==> src/mtbpm_defines.svh <==
`ifndef MTBPM_DEFINES_SVH
`define MTBPM_DEFINES_SVH
// ----------------------------------------
// Register offsets
// ----------------------------------------
`define MTBPM_OFS_POS    12'h000
`define MTBPM_OFS_MASTER 12'h004
`define MTBPM_OFS_FLOW   12'h008
`define MTBPM_OFS_BASE   12'h00C
// ----------------------------------------
// Memory placement
// ----------------------------------------
`define MTBPM_RAM_START  32'h2000_0000
`define MTBPM_RAM_SIZE   32'h0000_4000
`define MTBPM_BASE_VAL   (`MTBPM_RAM_START - (`MTBPM_RAM_SIZE >> 2))
// ----------------------------------------
// Field positions and limits
// ----------------------------------------
`define MTBPM_M_EN       31
`define MTBPM_M_HALT     9
`define MTBPM_M_RPRIV    8
`define MTBPM_M_WPRIV    7
`define MTBPM_M_STOPEN   6
`define MTBPM_M_STARTEN  5
`define MTBPM_F_AUTOHALT 1
`define MTBPM_F_AUTOSTOP 0
`define MTBPM_POS_WRAP   2
`define MTBPM_MASK_MAX   5'h0B
`define MTBPM_RST        1'b0
`define MTBPM_FIFO_DEPTH 8
`define MTBPM_PKT_W      64
`endif

==> src/mtbpm_pkg.sv <==
`default_nettype none
package mtbpm_pkg;
  // Packet slot pointer, address bits 14:3
  typedef logic [11:0] mtbpm_ptr_t;
  // Packet drain word select
  typedef enum logic {
    MTBPM_ST_FIRST  = 1'b0,
    MTBPM_ST_SECOND = 1'b1
  } mtbpm_state_t;
endpackage
`default_nettype wire

==> src/mtbpm_top.sv <==
`timescale 1ns/1ps
`default_nettype none
`include "mtbpm_defines.svh"

// ----------------------------------------
// Packet FIFO
// ----------------------------------------
module mtbpm_fifo #(
  parameter int W = `MTBPM_PKT_W,
  parameter int D = `MTBPM_FIFO_DEPTH
) (
  input  wire logic         core_clk,
  input  wire logic         nrst,
  input  wire logic         in_valid,
  output logic              in_ready,
  input  wire logic [W-1:0] in_data,
  output logic              out_valid,
  input  wire logic         out_ready,
  output logic      [W-1:0] out_data
);
  localparam int AW = $clog2(D);
  logic [W-1:0] mem [D];
  logic [AW:0]  wr_idx, rd_idx;
  // Extra index bit tells full from empty
  assign out_valid = wr_idx != rd_idx;
  assign in_ready  = (wr_idx[AW-1:0] != rd_idx[AW-1:0]) || (wr_idx[AW] == rd_idx[AW]);
  assign out_data  = mem[rd_idx[AW-1:0]];
  always_ff @(posedge core_clk) begin
    if (in_valid && in_ready) mem[wr_idx[AW-1:0]] <= in_data;
  end
  always_ff @(posedge core_clk or negedge nrst) begin
    if (!nrst) begin
      wr_idx <= '0;
      rd_idx <= '0;
    end else begin
      if (in_valid && in_ready) wr_idx <= wr_idx + 1'b1;
      if (out_valid && out_ready) rd_idx <= rd_idx + 1'b1;
    end
  end
endmodule // mtbpm_fifo

// Overview of operation
// - Position register takes software writes and hardware updates per recorded packet.
// - Base register reads RAM start minus a quarter of RAM size.
// - Pointer holds address bits 14:3 of next free slot, auto-increments.
// - Position bits 31:15 read zero; only pointer bits 14:3 exist.
// - Wrap flag sets when pointer wraps at the mask boundary.
// - Reserved position bits 1:0 and master bits 30:10 read zero.
// - Master register takes writes; enable and halt also set by hardware.
// - While enabled each packet goes to pointer slot, then pointer advances.
// - Watermark match with auto-stop clears enable.
// - Start input with start enable sets enable.
// - Stop input with stop enable clears enable.
// - After watermark stop, start input is blocked until pointer or watermark change.
// - Halt bit drives halt output, gated by invasive debug enable.
// - RAM privilege bit makes user RAM accesses read zero, writes ignored.
// - Write privilege bit drops user writes to control registers.
// - A packet already in flight is finished when tracing stops.
// - Mask gives circular buffer of 2^(mask+4) bytes, a mask above 11 acting as 11; wrap clears low bits.
// - Pointer matching watermark triggers auto-halt and auto-stop actions.
module mtbpm_top (
  input  wire logic        core_clk,
  input  wire logic        nrst,
  input  wire logic        hsel_reg,
  input  wire logic        hsel_ram,
  input  wire logic [31:0] haddr,
  input  wire logic [1:0]  htrans,
  input  wire logic        hwrite,
  input  wire logic [3:0]  hprot,
  input  wire logic [31:0] hwdata,
  input  wire logic        hready,
  output logic      [31:0] hrdata,
  output logic             hreadyout,
  output logic             hresp,
  input  wire logic [30:0] iaex,
  input  wire logic        iaexen,
  input  wire logic        iaeseq,
  input  wire logic        trace_start_input,
  input  wire logic        trace_stop_input,
  input  wire logic        invasive_debug_enable,
  output logic             core_halt_request_out,
  output logic             trace_stall,
  output logic             ram_ren,
  output logic      [12:0] ram_raddr,
  input  wire logic [31:0] ram_rdata,
  output logic             ram_we,
  output logic      [12:0] ram_waddr,
  output logic      [31:0] ram_wdata
);
  // ----------------------------------------
  // State
  // ----------------------------------------
  mtbpm_pkg::mtbpm_ptr_t   ptr, wm, ptr_next;
  mtbpm_pkg::mtbpm_state_t state;
  logic        wrap, en, halt, rpriv, wpriv, stopen, starten, autohalt, autostop, lock;
  logic [4:0]  mask;
  logic [30:0] last_pc;
  logic        reg_wr_q, ram_wr_q, user_q, ram_q, allow_q;
  logic [11:0] ofs_q;
  logic [12:0] raddr_q;
  logic [31:0] rdata_q;
  logic        ap, rsel, msel, allow, reg_wr_ok, wr_pos, wr_m, wr_flow, bus_wr;
  logic        pkt_valid, fifo_ready, out_valid, out_ready, adv, wrap_hit, wm_hit;
  logic [63:0] pkt, out_pkt;
  // Slot advance within the mask window; upper bits kept
  function automatic logic [12:0] mtbpm_adv(input logic [11:0] p, input logic [4:0] m);
    logic [4:0]  mm;
    logic [12:0] win;
    logic [11:0] inc;
    mm  = (m > `MTBPM_MASK_MAX) ? `MTBPM_MASK_MAX : m;
    win = (13'h0001 << (mm + 5'h01)) - 13'h0001;
    inc = p + 12'h001;
    return {(p & win[11:0]) == win[11:0], (p & ~win[11:0]) | (inc & win[11:0])};
  endfunction

  // ----------------------------------------
  // Bus slave, address phase capture
  // ----------------------------------------
  assign ap        = hready && htrans[1];
  assign rsel      = ap && hsel_reg;
  assign msel      = ap && hsel_ram;
  assign allow     = !(rpriv && !hprot[1]);
  assign hreadyout = 1'b1;
  assign hresp     = 1'b0;
  assign ram_ren   = msel && !hwrite && allow;
  assign ram_raddr = haddr[14:2];
  // Locked-out user reads see zero, not stale RAM data
  assign hrdata    = ram_q ? (allow_q ? ram_rdata : 32'h0000_0000) : rdata_q;
  always_ff @(posedge core_clk or negedge nrst) begin
    if (!nrst) begin
      reg_wr_q <= `MTBPM_RST;
      ram_wr_q <= `MTBPM_RST;
      user_q   <= `MTBPM_RST;
      ram_q    <= `MTBPM_RST;
      allow_q  <= `MTBPM_RST;
      ofs_q    <= '0;
      raddr_q  <= '0;
    end else begin
      reg_wr_q <= rsel && hwrite;
      ram_wr_q <= msel && hwrite;
      user_q   <= !hprot[1];
      ram_q    <= msel;
      allow_q  <= allow;
      ofs_q    <= haddr[11:0];
      raddr_q  <= haddr[14:2];
    end
  end
  // Register read data sampled in the address phase
  always_ff @(posedge core_clk or negedge nrst) begin
    if (!nrst) begin
      rdata_q <= '0;
    end else if (rsel && !hwrite) begin
      case (haddr[11:0])
        `MTBPM_OFS_POS:    rdata_q <= {17'h00000, ptr, wrap, 2'b00};
        `MTBPM_OFS_MASTER: rdata_q <= {en, 21'h000000, halt, rpriv, wpriv, stopen, starten,
                                       mask};
        `MTBPM_OFS_FLOW:   rdata_q <= {17'h00000, wm, 1'b0, autohalt, autostop};
        `MTBPM_OFS_BASE:   rdata_q <= `MTBPM_BASE_VAL;
        default:           rdata_q <= 32'h0000_0000;
      endcase
    end
  end

  // ----------------------------------------
  // Register writes, data phase
  // ----------------------------------------
  assign reg_wr_ok = reg_wr_q && !(wpriv && user_q);
  assign wr_pos    = reg_wr_ok && ofs_q == `MTBPM_OFS_POS;
  assign wr_m      = reg_wr_ok && ofs_q == `MTBPM_OFS_MASTER;
  assign wr_flow   = reg_wr_ok && ofs_q == `MTBPM_OFS_FLOW;
  // Static master fields and flow register
  always_ff @(posedge core_clk or negedge nrst) begin
    if (!nrst) begin
      rpriv    <= `MTBPM_RST;
      wpriv    <= `MTBPM_RST;
      stopen   <= `MTBPM_RST;
      starten  <= `MTBPM_RST;
      mask     <= '0;
      wm       <= '0;
      autohalt <= `MTBPM_RST;
      autostop <= `MTBPM_RST;
    end else begin
      if (wr_m) begin
        rpriv   <= hwdata[`MTBPM_M_RPRIV];
        wpriv   <= hwdata[`MTBPM_M_WPRIV];
        stopen  <= hwdata[`MTBPM_M_STOPEN];
        starten <= hwdata[`MTBPM_M_STARTEN];
        mask    <= hwdata[4:0];
      end
      if (wr_flow) begin
        wm       <= hwdata[14:3];
        autohalt <= hwdata[`MTBPM_F_AUTOHALT];
        autostop <= hwdata[`MTBPM_F_AUTOSTOP];
      end
    end
  end

  // ----------------------------------------
  // Pointer, wrap and watermark
  // ----------------------------------------
  assign {wrap_hit, ptr_next} = mtbpm_adv(ptr, mask);
  assign wm_hit = adv && ptr_next == wm;
  // Software write wins the pointer; hardware wrap set wins over clear
  always_ff @(posedge core_clk or negedge nrst) begin
    if (!nrst) begin
      ptr  <= '0;
      wrap <= `MTBPM_RST;
    end else begin
      if (wr_pos) ptr <= hwdata[14:3];
      else if (adv) ptr <= ptr_next;
      wrap <= (wr_pos ? hwdata[`MTBPM_POS_WRAP] : wrap) || (adv && wrap_hit);
    end
  end
  // Enable: stop events beat start events, both beat software
  always_ff @(posedge core_clk or negedge nrst) begin
    if (!nrst) begin
      en   <= `MTBPM_RST;
      halt <= `MTBPM_RST;
      lock <= `MTBPM_RST;
    end else begin
      if ((stopen && trace_stop_input) || (wm_hit && autostop)) en <= 1'b0;
      else if (starten && trace_start_input && !lock) en <= 1'b1;
      else if (wr_m) en <= hwdata[`MTBPM_M_EN];
      halt <= (wr_m ? hwdata[`MTBPM_M_HALT] : halt) || (wm_hit && autohalt);
      if (wm_hit && autostop) lock <= 1'b1;
      else if ((wr_pos && hwdata[14:3] != ptr) || (wr_flow && hwdata[14:3] != wm)) begin
        lock <= 1'b0;
      end
    end
  end
  assign core_halt_request_out = halt && invasive_debug_enable;
  // ----------------------------------------
  // Packet capture from the trace bus
  // ----------------------------------------
  // A branch gives a source/destination pair
  assign pkt_valid   = en && iaexen && !iaeseq;
  assign pkt         = {iaex, 1'b0, last_pc, 1'b0};
  assign trace_stall = !fifo_ready;
  always_ff @(posedge core_clk or negedge nrst) begin
    if (!nrst) last_pc <= '0;
    else if (iaexen) last_pc <= iaex;
  end
  mtbpm_fifo #(
    .W (`MTBPM_PKT_W),
    .D (`MTBPM_FIFO_DEPTH)
  ) u_fifo (
    .core_clk  (core_clk),
    .nrst      (nrst),
    .in_valid  (pkt_valid),
    .in_ready  (fifo_ready),
    .in_data   (pkt),
    .out_valid (out_valid),
    .out_ready (out_ready),
    .out_data  (out_pkt)
  );

  // ----------------------------------------
  // RAM write port: bus first, trace drains
  // ----------------------------------------
  assign bus_wr    = ram_wr_q && allow_q;
  assign out_ready = state == mtbpm_pkg::MTBPM_ST_SECOND && !bus_wr;
  assign adv       = out_valid && out_ready;
  // Packet leaves as two words; once started it always finishes
  always_ff @(posedge core_clk or negedge nrst) begin
    if (!nrst) begin
      state <= mtbpm_pkg::MTBPM_ST_FIRST;
    end else begin
      case (state)
        mtbpm_pkg::MTBPM_ST_FIRST: if (out_valid && !bus_wr) state <= mtbpm_pkg::MTBPM_ST_SECOND;
        mtbpm_pkg::MTBPM_ST_SECOND: if (!bus_wr) state <= mtbpm_pkg::MTBPM_ST_FIRST;
        default: state <= mtbpm_pkg::MTBPM_ST_FIRST;
      endcase
    end
  end
  // Trace words go out in slot order; a bus write borrows the port for a cycle
  always_ff @(posedge core_clk or negedge nrst) begin
    if (!nrst) begin
      ram_we    <= `MTBPM_RST;
      ram_waddr <= '0;
      ram_wdata <= '0;
    end else begin
      ram_we    <= bus_wr || (out_valid && state == mtbpm_pkg::MTBPM_ST_FIRST) || out_ready;
      ram_waddr <= bus_wr ? raddr_q : {ptr, state};
      ram_wdata <= bus_wr ? hwdata : (out_ready ? out_pkt[63:32] : out_pkt[31:0]);
    end
  end
endmodule // mtbpm_top
`default_nettype wire

==> config.mk <==
export PLATFORM = sky130hd
export DESIGN_NAME = mtbpm_top
export DESIGN_NICKNAME = d
export VERILOG_FILES = /design/src/mtbpm_pkg.sv /design/src/mtbpm_top.sv
export VERILOG_INCLUDE_DIRS = /design/src /design/src/src
export SDC_FILE = /design/constraint.sdc
export NUM_CORES = 1
export LEC_CHECK = 0
export BUFFER_PORTS_ARGS = -buffer_cell sky130_fd_sc_hd__buf_2
export CAP_MARGIN = 20
export CELL_PAD_IN_SITES_DETAIL_PLACEMENT = 1
export CELL_PAD_IN_SITES_GLOBAL_PLACEMENT = 1
export CORE_ASPECT_RATIO = 1.5
export CORE_MARGIN = 3
export CORE_UTILIZATION = 40
export DETAILED_ROUTE_END_ITERATION = 10
export HOLD_SLACK_MARGIN = 0.08
export PLACE_DENSITY_LB_ADDON = 0.3
export REMOVE_ABC_BUFFERS = 1
export SETUP_SLACK_MARGIN = 0.2
export SYNTH_ARGS = -nofsm -noshare
export SYNTH_HDL_FRONTEND = slang
export SYNTH_SLANG_ARGS = --single-unit
==> constraint.sdc <==
create_clock -name core_clk -period 16 [get_ports core_clk]
set_clock_uncertainty 0.05 [all_clocks]
set_input_delay 0.8 -clock core_clk [delete_from_list [all_inputs] [get_ports core_clk]]
set_output_delay 0.8 -clock core_clk [all_outputs]
set_load 0.005 [all_outputs]
==> reports/summary.txt <==
final WL: 66400 um
Post-Syn Area: 26700 um2
# clock sinks: 658
first-pass GRT wire length: 100000 um
RD Place Congestion: 0.866
CP startpoint kind: flop
Yosys reg bits: 658
Tot GR Track Use: 19.1%
vias in the first global route: 15400
drt wl/cell: 25.1 um
critical path's top delay family: simple AND/OR/NAND/NOR gates
clk_lat worst skew: 0.63 ns
peak supply drop: 0.0000852 V
clk root buf: clkbuf_16
Die Wd: 217 um
fin crit share: 28.1%
Final setup viols: 0
IO Port Bufs: 216
Worst-Margin Slew: 1.07 ns
worst path arrival time: 4.71 ns
Initial DRT Pass Iterations: 5
final core occ: 46.7%
number of synthesized flops with an enable pin: 496
initial core utilization: 40.5%
max_cap viols: 0
CP Buf/Inv Count: 1
Rows: 115
DR iter-0 viols: 869
outcome: finished clean
max-slew violations: 0
fill cell count: 6324
crit path max fanout: 63
Hold Path Class: in -> async
Worst Path Required: 16.21 ns
pwr dens: 114 nW/um2
initial antenna violation count: 6
Synth Flop Type: edfxtp_1
Crit-path slowest cell: dfrtp_4
Syn Area/Cell: 17.6 um2
total gr overflow: 0
CP max stage delay: 1.05 ns
register area share after synthesis: 71.1%
Vias: 14200
HPWL after DPL: 39900 um
Setup Buffers After CTS: 0
crit path time final: 4.50 ns
final net count: 1863
Mapped Cells: 1515
Post-route DRC: 0
Resized Gates After CTS: 0
synth unique cells: 64
area added between synthesis and finish: 15.2%
crit-path cells: xnor2_1 > nand3_1 > nor2_1 > nor3_1 > nand2b_1 > nor2_4 > buf_4
area of placed instances: 28600 um2
R2R depth: 7
reg2reg start: u_fifo.rd_idx[1]
setup TNS: 0 ns
layout cells sized above 1: 32.4%
post-route non-filler standard cell count: 2644
Via density: 5.37
Synth warnings: 0
die area: 69800 um2
clock buffer count from CTS: 59
core area: 65800 um2
R2R setup slack: 11.50 ns
R2R Path End: u_fifo.mem[2][48]
Pleak: 10.8 nW
clk buf depth: 3
fin area: 30700 um2
largest net degree at the start of global routing: 67
CP endpoint kind: flop
Max Freq: 222 MHz
Routed Antenna Nets: 0
Hold WS: 0.125 ns
RSZ-0062 raised after global routing: no
CTS Hold Buffers Added: 0
ys async rst share: 24.6%
io pins: 240
CTS clk-pin slew, worst paths: 0.07 ns
DIE HEIGHT: 322 um
critical path type: reg -> reg
Slew headroom: 28.8%
final hold vios: 0
H-tree depth: 2
Placed Cells: 2529
CTS tree: done
[cell type report]
class | count | area (um2) | share of cell area [%]
flip-flops and latches | 658 | 19000 | 61.8
clock inverters | 35 | 474 | 1.54
diodes | 4 | 10.0 | 0.0326
multi-input cells | 729 | 7140 | 23.3
well taps | 877 | 1100 | 3.57
repair buffers | 242 | 1310 | 4.26
inverters | 24 | 91.3 | 0.297
clock buffers | 75 | 1620 | 5.27
[cells by family (layout without fill, tap and decap cells)]
kind of cell	after synthesis	count (layout)	share of synthesized area [%]
mux	235	235	15.8
simple gates	273	273	4.73
buf+inv	130	376	2.36
xor+xnor	62	62	2.04
other cells	2	8	0.0282
flops	658	658	71.1
fa+ha+maj	5	5	0.235
compound gates	150	150	3.67
[Yosys cell counts (6+ instances only)]
master / number / area, um2
a21o_1: 16 / 120
a21oi_1: 20 / 100
a22oi_1: 15 / 113
and2_1: 6 / 37.5
and3_1: 6 / 37.5
buf_1: 11 / 41.3
buf_2: 27 / 135
buf_4: 21 / 158
clkbuf_1: 40 / 150
dfrtp_1: 162 / 4050
edfxtp_1: 496 / 14900
inv_1: 24 / 90.1
mux2_2: 65 / 732
mux2i_1: 27 / 270
mux4_2: 143 / 3220
nand2_1: 164 / 616
nand3_1: 12 / 60.1
nand4_1: 9 / 56.3
nor2_1: 27 / 101
nor2b_1: 6 / 37.5
nor3_1: 11 / 55.1
o21ai_0: 52 / 260
o31ai_1: 16 / 120
xnor2_1: 38 / 333
xor2_1: 24 / 210
[routing by layer]
layer | part of all wire, % | vias up | GRT usage, %
li1 | - | 6236 | -
met1 | 39 | 7433 | 23.5
met3 | 5.2 | 116 | 3.15
met4 | 4.0 | 4 | 7.68
met2 | 51 | 421 | 33.9
met5 | 0.041 | - | 0
[through the flow]
| stage | setup slack (ns) | total power [W] |
|---|---|---|
| final | 11.50 | 0.00350 |
| after global routing | 11.12 | 0.00362 |
| after CTS | 11.32 | 0.00354 |
| after detailed placement | 11.37 | 0.00203 |
| after global placement | 11.45 | 0.00202 |
| after floorplan | 5.33 | 0.00195 |
[cell usage in the layout, fill, tap and decap left out, types with 8 or more instances in the layout]
master / n
clkbuf_1: 8
xor2_1: 24
buf_2: 215
mux2_2: 65
bufinv_16: 10
nand4_1: 9
clkbuf_16: 59
nand2_1: 163
o21ai_0: 52
clkbuf_8: 9
xnor2_1: 38
nand3_1: 12
mux4_2: 143
a21o_1: 16
mux2i_1: 27
a21oi_1: 20
o31ai_1: 16
nor3_1: 8
clkinv_2: 8
nor2_1: 22
inv_1: 23
edfxtp_1: 496
a22oi_1: 15
dfrtp_1: 159
buf_4: 24
[how the worst max path moves through the flow]
stage,startpoint,endpoint,slack (ns),cells past startpoint
floorplan,u_fifo.rd_idx[0],u_fifo.mem[0][0],5.33,6
global placement,u_fifo.rd_idx[1],u_fifo.mem[2][45],11.45,7
detailed placement,u_fifo.rd_idx[1],u_fifo.mem[2][53],11.37,7
CTS,u_fifo.rd_idx[1],u_fifo.mem[2][22],11.32,7
global route,u_fifo.rd_idx[1],u_fifo.mem[2][57],11.12,7
finish,u_fifo.rd_idx[1],u_fifo.mem[2][48],11.50,7
[registers in the layout (all words and copies together), names as in the netlist, 2 cells and up]
name	flops
wm	12
ram_waddr	13
rdata_q	17
ram_wdata	32
u_fifo.rd_idx	4
u_fifo.wr_idx	4
ofs_q	2
raddr_q	13
ptr	12
u_fifo.mem	496
mask	5
last_pc	31
[report_power, final]
part	internal (W)	total [W]	switching, W
clock	0.000879	0.00151	0.000632
combinational	0.0000405	0.000104	0.0000635
sequential	0.00186	0.00189	0.0000217
total	0.00278	0.00350	0.000717
No activity file was read; power rests on OpenSTA's default activity.
